==> config.mk <==
export PLATFORM = sky130hd
export DESIGN_NAME = adc_control_sequencer
export DESIGN_NICKNAME = d
export VERILOG_FILES = /design/src/logic/adc_control_sequencer.v
export VERILOG_INCLUDE_DIRS = /design/src /design/src/include
export SDC_FILE = /design/constraint.sdc
export NUM_CORES = 1
export LEC_CHECK = 0
export ABC_AREA = 1
export BUFFER_PORTS_ARGS = -buffer_cell sky130_fd_sc_hd__buf_2
export CAP_MARGIN = 30
export CORE_MARGIN = 4
export CORE_UTILIZATION = 25
export CTS_CLUSTER_SIZE = 30
export DETAILED_ROUTE_END_ITERATION = 12
export GPL_ROUTABILITY_DRIVEN = 0
export GPL_TIMING_DRIVEN = 0
export PLACE_DENSITY_LB_ADDON = 0.15
export SETUP_SLACK_MARGIN = 0.02
export SLEW_MARGIN = 15
export SYNTH_ARGS = -nofsm -noshare
export SYNTH_HDL_FRONTEND = slang
export SYNTH_SLANG_ARGS = --single-unit
==> constraint.sdc <==
create_clock -name clock -period 3.7 [get_ports clock]
set_input_delay 0.74 -clock clock [delete_from_list [all_inputs] [get_ports clock]]
set_output_delay 0.74 -clock clock [all_outputs]
set_load 0.02 [all_outputs]
==> src/include/adc_ctrl_consts.vh <==
// Purpose: register offsets, field positions and codes of the converter control block
// Assumes: APB, one aligned 32-bit word per register, 8-bit data in the low bits
// Notes:   definitions only
`ifndef ADC_CTRL_CONSTS_VH
`define ADC_CTRL_CONSTS_VH

`define OFS_RESULT_LOW      12'h000
`define OFS_RESULT_HIGH     12'h004
`define OFS_CONV_CTRL       12'h008
`define OFS_SRC_CLK_CTRL    12'h00c
`define OFS_REF_AMP_CTRL    12'h010
`define OFS_BANDGAP_CTRL    12'h014
`define ADDR_MSB            11
`define ADDR_LSB            2

`define CC_START            7
`define CC_BUSY             6
`define CC_ENABLE           5
`define CC_FORMAT           4
`define CC_CHAN_MSB         3
`define CC_CHAN_LSB         0
`define SC_SRC_MSB          7
`define SC_SRC_LSB          4
`define SC_CLK_MSB          2
`define SC_CLK_LSB          0

`define CONV_CTRL_WMASK     8'hbf
`define SRC_CLK_WMASK       8'hf7
`define REF_AMP_WMASK       8'h9f
`define BANDGAP_WMASK       8'h01
`define REG_RESET           8'h00

`define LAST_CHANNEL        4'hb
`define NUM_CHANNELS        12
`define SRC_EXT0            4'h0
`define SRC_AVDD            4'h1
`define SRC_AVDD_HALF       4'h2
`define SRC_AVDD_QTR        4'h3
`define SRC_EXT1            4'h4
`define SRC_VR              4'h5
`define SRC_VR_HALF         4'h6
`define SRC_VR_QTR          4'h7
`define SRC_GROUND_HI2      2'b10

`define ROUTE_NONE          3'h0
`define ROUTE_EXT           3'h1
`define ROUTE_AVDD          3'h2
`define ROUTE_VR            3'h3
`define ROUTE_GROUND        3'h4

`define CONV_CYCLES         5'd16
`endif

==> src/logic/adc_control_sequencer.v <==
// Purpose: control and result logic for a 12-bit successive-approximation converter
// Assumes: APB slave on the system clock; analog core answers with a 12-bit sample
// Notes:   zero wait states; unmapped addresses read zero and set pslverr
`timescale 1ns/1ps
`include "adc_ctrl_consts.vh"

// Overview of operation
// - each conversion yields 12-bit unsigned result
// - internal source disconnects the external channel
// - format 0: high=D11..4, low upper=D3..0
// - format 1: high lower=D11..8, low=D7..0
// - unused result bits read as zero
// - disabled converter leaves results untouched
// - start bit high then low starts conversion
// - busy set after start, cleared when done
// - clear enable powers the converter down
// - channel codes 0..11 pick inputs, rest float
// - source 0000,0100,11xx route external channel
// - source 0001..0011 route supply, half, quarter
// - source 0101..0111 route amp output, fractions
// - source 10xx grounds converter input
// - clock select divides system clock by 2^code
// - analog pin drops digital use and pull-high
module adc_control_sequencer #(
  parameter DATA_W = 12,
  parameter CH_N   = `NUM_CHANNELS
) (
  input  wire              clock,
  input  wire              nrst,
  input  wire              psel,
  input  wire              penable,
  input  wire              pwrite,
  input  wire [11:0]       paddr,
  input  wire [31:0]       pwdata,
  output reg  [31:0]       prdata,
  output reg               pready,
  output reg               pslverr,
  input  wire [DATA_W-1:0] sample_data,
  output reg               converter_power_on,
  output reg               sample_strobe,
  output reg               conversion_clock_en,
  output reg  [CH_N-1:0]   analog_input_n,
  output reg  [2:0]        source_route,
  output reg  [1:0]        source_divide,
  input  wire [CH_N-1:0]   pin_analog_select,
  output reg  [CH_N-1:0]   pin_digital_en,
  output reg  [CH_N-1:0]   pin_pullup_en,
  input  wire [CH_N-1:0]   pin_pullup_req,
  output reg  [7:0]        reference_amp_control,
  output reg               bandgap_enable
);

  localparam ST_IDLE = 2'b00;
  localparam ST_ARMED = 2'b01;
  localparam ST_CONV = 2'b10;

  reg [7:0]        conv_ctrl_q;
  reg [7:0]        src_clk_ctrl_q;
  reg [7:0]        bandgap_ctrl_q;
  reg [DATA_W-1:0] result_q;
  reg [1:0]        state_q;
  reg [4:0]        tick_cnt_q;
  reg [6:0]        div_cnt_q;
  reg [DATA_W-1:0] sample_s1_q;
  reg [DATA_W-1:0] sample_s2_q;
  reg [7:0]        rd_byte;
  reg              addr_ok;
  reg [2:0]        route_d;
  reg [1:0]        divide_d;
  reg [CH_N-1:0]   chan_d;
  reg              div_tick;
  reg [6:0]        div_limit;

  wire       wr_access = psel & penable & pwrite;
  wire       start_bit = conv_ctrl_q[`CC_START];
  wire       enabled   = conv_ctrl_q[`CC_ENABLE];
  wire [3:0] src_sel   = src_clk_ctrl_q[`SC_SRC_MSB:`SC_SRC_LSB];
  wire [3:0] chan_sel  = conv_ctrl_q[`CC_CHAN_MSB:`CC_CHAN_LSB];
  wire [2:0] clk_sel   = src_clk_ctrl_q[`SC_CLK_MSB:`SC_CLK_LSB];

  // aligned high byte of the result
  function [7:0] high_byte;
    input             fmt;
    input [DATA_W-1:0] d;
    begin
      if (fmt)
        high_byte = {4'h0, d[11:8]};
      else
        high_byte = d[11:4];
    end
  endfunction

  // aligned low byte of the result
  function [7:0] low_byte;
    input             fmt;
    input [DATA_W-1:0] d;
    begin
      if (fmt)
        low_byte = d[7:0];
      else
        low_byte = {d[3:0], 4'h0};
    end
  endfunction

  // read mux and address decode
  always @* begin
    rd_byte = 8'h00;
    addr_ok = 1'b1;
    case (paddr)
      `OFS_RESULT_LOW:   rd_byte = low_byte(conv_ctrl_q[`CC_FORMAT], result_q);
      `OFS_RESULT_HIGH:  rd_byte = high_byte(conv_ctrl_q[`CC_FORMAT], result_q);
      `OFS_CONV_CTRL:    rd_byte = conv_ctrl_q;
      `OFS_SRC_CLK_CTRL: rd_byte = src_clk_ctrl_q;
      `OFS_REF_AMP_CTRL: rd_byte = reference_amp_control;
      `OFS_BANDGAP_CTRL: rd_byte = bandgap_ctrl_q;
      default:           addr_ok = 1'b0;
    endcase
  end

  // input routing decode
  always @* begin
    route_d  = `ROUTE_EXT;
    divide_d = 2'd0;
    case (src_sel)
      `SRC_EXT0, `SRC_EXT1: route_d = `ROUTE_EXT;
      `SRC_AVDD:            route_d = `ROUTE_AVDD;
      `SRC_AVDD_HALF: begin
        route_d  = `ROUTE_AVDD;
        divide_d = 2'd1;
      end
      `SRC_AVDD_QTR: begin
        route_d  = `ROUTE_AVDD;
        divide_d = 2'd2;
      end
      `SRC_VR:              route_d = `ROUTE_VR;
      `SRC_VR_HALF: begin
        route_d  = `ROUTE_VR;
        divide_d = 2'd1;
      end
      `SRC_VR_QTR: begin
        route_d  = `ROUTE_VR;
        divide_d = 2'd2;
      end
      default: begin
        if (src_sel[3:2] == `SRC_GROUND_HI2)
          route_d = `ROUTE_GROUND;
        else
          route_d = `ROUTE_EXT;
      end
    endcase
    chan_d = {CH_N{1'b0}};
    if (route_d == `ROUTE_EXT && chan_sel <= `LAST_CHANNEL)
      chan_d[chan_sel] = 1'b1;
    if (route_d == `ROUTE_EXT && chan_sel > `LAST_CHANNEL)
      route_d = `ROUTE_NONE;
  end

  // conversion clock divider
  always @* begin
    div_limit = (7'h01 << clk_sel) - 7'h01;
    div_tick  = (div_cnt_q == div_limit);
  end

  // register writes
  always @(posedge clock or negedge nrst) begin
    if (!nrst) begin
      conv_ctrl_q           <= `REG_RESET;
      src_clk_ctrl_q        <= `REG_RESET;
      reference_amp_control <= `REG_RESET;
      bandgap_ctrl_q        <= `REG_RESET;
    end else begin
      if (wr_access && paddr == `OFS_CONV_CTRL)
        conv_ctrl_q <= (pwdata[7:0] & `CONV_CTRL_WMASK) | (conv_ctrl_q & ~`CONV_CTRL_WMASK);
      else
        conv_ctrl_q[`CC_BUSY] <= (state_q == ST_CONV);
      if (wr_access && paddr == `OFS_CONV_CTRL)
        conv_ctrl_q[`CC_BUSY] <= (state_q == ST_CONV);
      if (wr_access && paddr == `OFS_SRC_CLK_CTRL)
        src_clk_ctrl_q <= pwdata[7:0] & `SRC_CLK_WMASK;
      if (wr_access && paddr == `OFS_REF_AMP_CTRL)
        reference_amp_control <= pwdata[7:0] & `REF_AMP_WMASK;
      if (wr_access && paddr == `OFS_BANDGAP_CTRL)
        bandgap_ctrl_q <= pwdata[7:0] & `BANDGAP_WMASK;
    end
  end

  // start sequencer, busy and result capture
  always @(posedge clock or negedge nrst) begin
    if (!nrst) begin
      state_q     <= ST_IDLE;
      tick_cnt_q  <= 5'd0;
      div_cnt_q   <= 7'd0;
      result_q    <= {DATA_W{1'b0}};
      sample_s1_q <= {DATA_W{1'b0}};
      sample_s2_q <= {DATA_W{1'b0}};
    end else begin
      sample_s1_q <= sample_data;
      sample_s2_q <= sample_s1_q;
      div_cnt_q   <= div_tick ? 7'd0 : div_cnt_q + 7'd1;
      case (state_q)
        ST_IDLE: begin
          if (start_bit && enabled)
            state_q <= ST_ARMED;
        end
        ST_ARMED: begin
          if (!enabled)
            state_q <= ST_IDLE;
          else if (!start_bit) begin
            state_q    <= ST_CONV;
            tick_cnt_q <= 5'd0;
          end
        end
        ST_CONV: begin
          if (!enabled)
            state_q <= ST_IDLE;
          else if (div_tick) begin
            if (tick_cnt_q == `CONV_CYCLES - 5'd1) begin
              result_q <= sample_s2_q;
              state_q  <= ST_IDLE;
            end else
              tick_cnt_q <= tick_cnt_q + 5'd1;
          end
        end
        default: state_q <= ST_IDLE;
      endcase
    end
  end

  // registered outputs
  always @(posedge clock or negedge nrst) begin
    if (!nrst) begin
      prdata              <= 32'h0000_0000;
      pready              <= 1'b0;
      pslverr             <= 1'b0;
      converter_power_on  <= 1'b0;
      sample_strobe       <= 1'b0;
      conversion_clock_en <= 1'b0;
      analog_input_n      <= {CH_N{1'b0}};
      source_route        <= `ROUTE_NONE;
      source_divide       <= 2'd0;
      pin_digital_en      <= {CH_N{1'b1}};
      pin_pullup_en       <= {CH_N{1'b0}};
      bandgap_enable      <= 1'b0;
    end else begin
      pready              <= psel & ~penable;
      pslverr             <= psel & ~penable & ~addr_ok;
      prdata              <= {24'h000000, rd_byte};
      converter_power_on  <= enabled;
      sample_strobe       <= (state_q == ST_CONV) && enabled && div_tick &&
                             (tick_cnt_q == `CONV_CYCLES - 5'd1);
      conversion_clock_en <= (state_q == ST_CONV) && div_tick;
      analog_input_n      <= chan_d;
      source_route        <= route_d;
      source_divide       <= divide_d;
      pin_digital_en      <= ~pin_analog_select;
      pin_pullup_en       <= pin_pullup_req & ~pin_analog_select;
      bandgap_enable      <= bandgap_ctrl_q[0];
    end
  end

endmodule // adc_control_sequencer

==> summary.txt <==
Power
  • Pwr dens: 480.8 nW/µm²
  • Peak supply drop: roughly 0.00037 V
  • Leak pwr: about 3.6 nW

Logic synthesis
  • Area leader, netlist: dfrtp_1
  • Most common cell in the netlist: dfrtp_1
  • Top post-synthesis cells by count: dfrtp_1, nand2_1, inv_1
  • Yosys reg bits: around 130
  • Synth top area share: 54.85%
  • Synthesized area: 5246 µm²
  • Mapped Avg Cell Area: 9.788 µm²
  • Cells after Synth: ~540
  • Main synth FF type: dfrtp_1
  • Post-synth EDFFs: 0
  • Synth top area cells: dfrtp_1, nand2_1, dfstp_2
  • Synth Warn #: 0
  • Netlist cell types: 44
  • Register area share after synthesis: 60.86%
  • Async SR Flop Fraction: 100.0%

Critical path
  • Critical Path AT: ~2.6 ns
  • Crit-path most repeated cell: nand2_1
  • CP cell instances: buf_6, nor2_4, nand2_2, ha_1, nand2_1, inv_1, nor2_1, nand2_1, nor2_1, nand2_2, nor2_4, nand3_4, nand2_1, nand3_4, nand2_1, o21ai_1
  • Worst stage delay on the critical path: 0.37 ns
  • Slowest-stage cell, CP: dfrtp_1
  • WP data required: 3.99 ns
  • Worst setup EP type: flop
  • CP Class: reg2reg
  • Worst-path maximum fanout: 10
  • Element type at the critical path start: flop

Placed design
  • Buffers on Ports: approximately 120
  • Pre-CTS setup slack: 1.301 ns
  • Placed Area: roughly 6300 µm²
  • Hpwl dp: 9185 µm

Timing
  • Setup ws final: 1.403 ns
  • Final Skew: 0.007799 ns
  • Fin crit period: 2.297 ns
  • Period utilization: between 60% and 70%
  • Hold Vio Cnt, Final: 0
  • Hold_ws: 0.2314 ns
  • Max Slew Vio Count: 0
  • Setup Viol. Count Final: 0
  • Upper clock frequency limit: about 440 MHz
  • Setup tns final: 0 ns
  • RSZ-0062 raised after global routing: no

Global route
  • Vias in the first global route: around 4000
  • Initial antenna violation count: 0
  • First-pass GRT wire length: just over 20000 µm
  • Pin count of the biggest net entering global routing: 87
  • Total global-route track usage: 10.68%
  • GRT overflow: 0

Floorplan
  • Core ar.: just over 20000 µm²
  • Boundary pin count: ~170
  • Num rows: 52
  • Die Y: between 150 and 200 µm
  • Die width: between 150 and 200 µm
  • Die area: around 23000 µm²
  • Initial Utilization: around a quarter

Layout
  • Design Area, Final: 6895 µm²
  • Multi-input logic area: about 1600 µm²
  • Fill cells: about 2100
  • Antenna cells: 0
  • Fraction of layout cells with a size suffix above 1: around a third
  • Fin nets: slightly below 800
  • Register Area: between 3000 and 4000 µm²
  • Layout area overhead: 31.43%
  • Final design utilization: roughly 34%

Clocking
  • CTS resizes: 0
  • Post-CTS Hold Buffers: 0
  • Clk slew on worst S/H paths: ~0.060 ns
  • Clock Tree Buf Depth: 2
  • Post-CTS Setup Inserts: 0
  • Maximum level of the CTS H-tree: 4
  • CTS Sinks: ~130
  • Clock buffer count from CTS: 17
  • Root buffer cell: clkbuf_16
  • TritonCTS clock tree: done
  • Worst-Skew Late Latency: 0.41 ns

Detailed routing
  • Vias per cell: 3.970
  • Total number of vias: just under 4000
  • WL final: ~12000 µm
  • Residual DRC: 0
  • First DRT Iteration DRCs: about 160
  • Wire per inst: between 10 and 15 µm
  • DRT antenna net count: 0
  • DRT Pass-1 Iters: 4

Min path
  • Hold Crit Class: in2async

Flow run
  • Max_cap viols: 0

Run status
  • Status: finished, final reports clean
sequential cells by signal (all words and copies together) (netlist names), 2 cells and up:
register / flops
tick_cnt_q: 5
analog_input_n: 12
conv_ctrl_q: 8
reference_amp_control: 6
state_q: 2
source_route: 3
result_q: 12
sample_s1_q: 12
div_cnt_q: 7
pin_digital_en: 12
source_divide: 2
pin_pullup_en: 12
sample_s2_q: 12
prdata: 8
src_clk_ctrl_q: 7
per-layer routing:
metal | up-vias | track usage [%] | routed length [µm]
li1 | 1952 | - | -
met1 | 1840 | 13.26 | 5344
met2 | 110 | 17.32 | 5712
met3 | 8 | 4.156 | 783
met4 | 0 | 3.182 | 116
met5 | - | 0 | 0
worst paths after layout:
kind,slack (ns),startpoint,cells past startpoint,endpoint
hold reg to reg,0.35,sample_s1_q[5],0,sample_s2_q[5]
setup / recovery,1.40,src_clk_ctrl_q[1],16,tick_cnt_q[2]
max in group asynchronous,2.72,nrst,2,pin_digital_en[8]
hold / removal,0.23,nrst,1,pin_pullup_en[11]
min in group clock,0.35,sample_s1_q[5],0,sample_s2_q[5]
setup reg to reg,1.40,src_clk_ctrl_q[1],16,tick_cnt_q[2]
metrics by stage:
step / power [mW] / std cells
global placement: 1.736 / 952
CTS: 3.376 / 985
detailed placement: 1.747 / 953
finish: 3.315 / 985
floorplan: 1.637 / 561
global route: 3.480 / 985
power breakdown:
group	leakage, nW	switching [mW]	internal [mW]
Sequential	1.64	0.0190	1.43
Combinational	1.67	0.172	0.0930
Clock	0.280	0.617	0.983
layout by cell type, fill, tap and decap left out, types with 20 or more instances in the layout:
cell type,count
conb_1,26
nand2_2,20
nor2_1,61
dfrtp_1,115
buf_2,122
nand3_1,22
nand2_1,111
o21ai_0,25
inv_1,68
buf_4,26
cell families after synthesis:
| logic type | count (synthesis) | share of synthesized area [%] |
|---|---|---|
| adders and majority gates | 4 | 0.9540 |
| buffers and inverters | 107 | 10.49 |
| other | 1 | 0.07148 |
| and+or+nand+nor | 235 | 20.34 |
| AOI/OAI and AO/OA | 55 | 6.034 |
| DFF | 127 | 60.86 |
| xor gates and xnor gates | 5 | 0.8349 |
| muxes | 2 | 0.4054 |
critical path, delay by kind of cell, from the launching register on:
family	cells	cell delay, ns
AND/OR/NAND/NOR	12	1.26
flip-flops	1	0.37
adder cells (fa/ha/maj)	1	0.31
buffers and inverters	2	0.17
AO/OA/AOI/OAI	1	0.06
layout make-up:
| type | count | share of cell area (%) |
|---|---|---|
| tap | 270 | 4.899 |
| inverter | 74 | 4.282 |
| clock buffer | 21 | 6.823 |
| buffer | 33 | 3.702 |
| sequential | 127 | 46.31 |
| clock inverter | 11 | 1.561 |
| timing repair buffer | 122 | 9.272 |
| multi-input combinational | 327 | 23.15 |
Note: power is estimated with default switching activity, not from simulation.
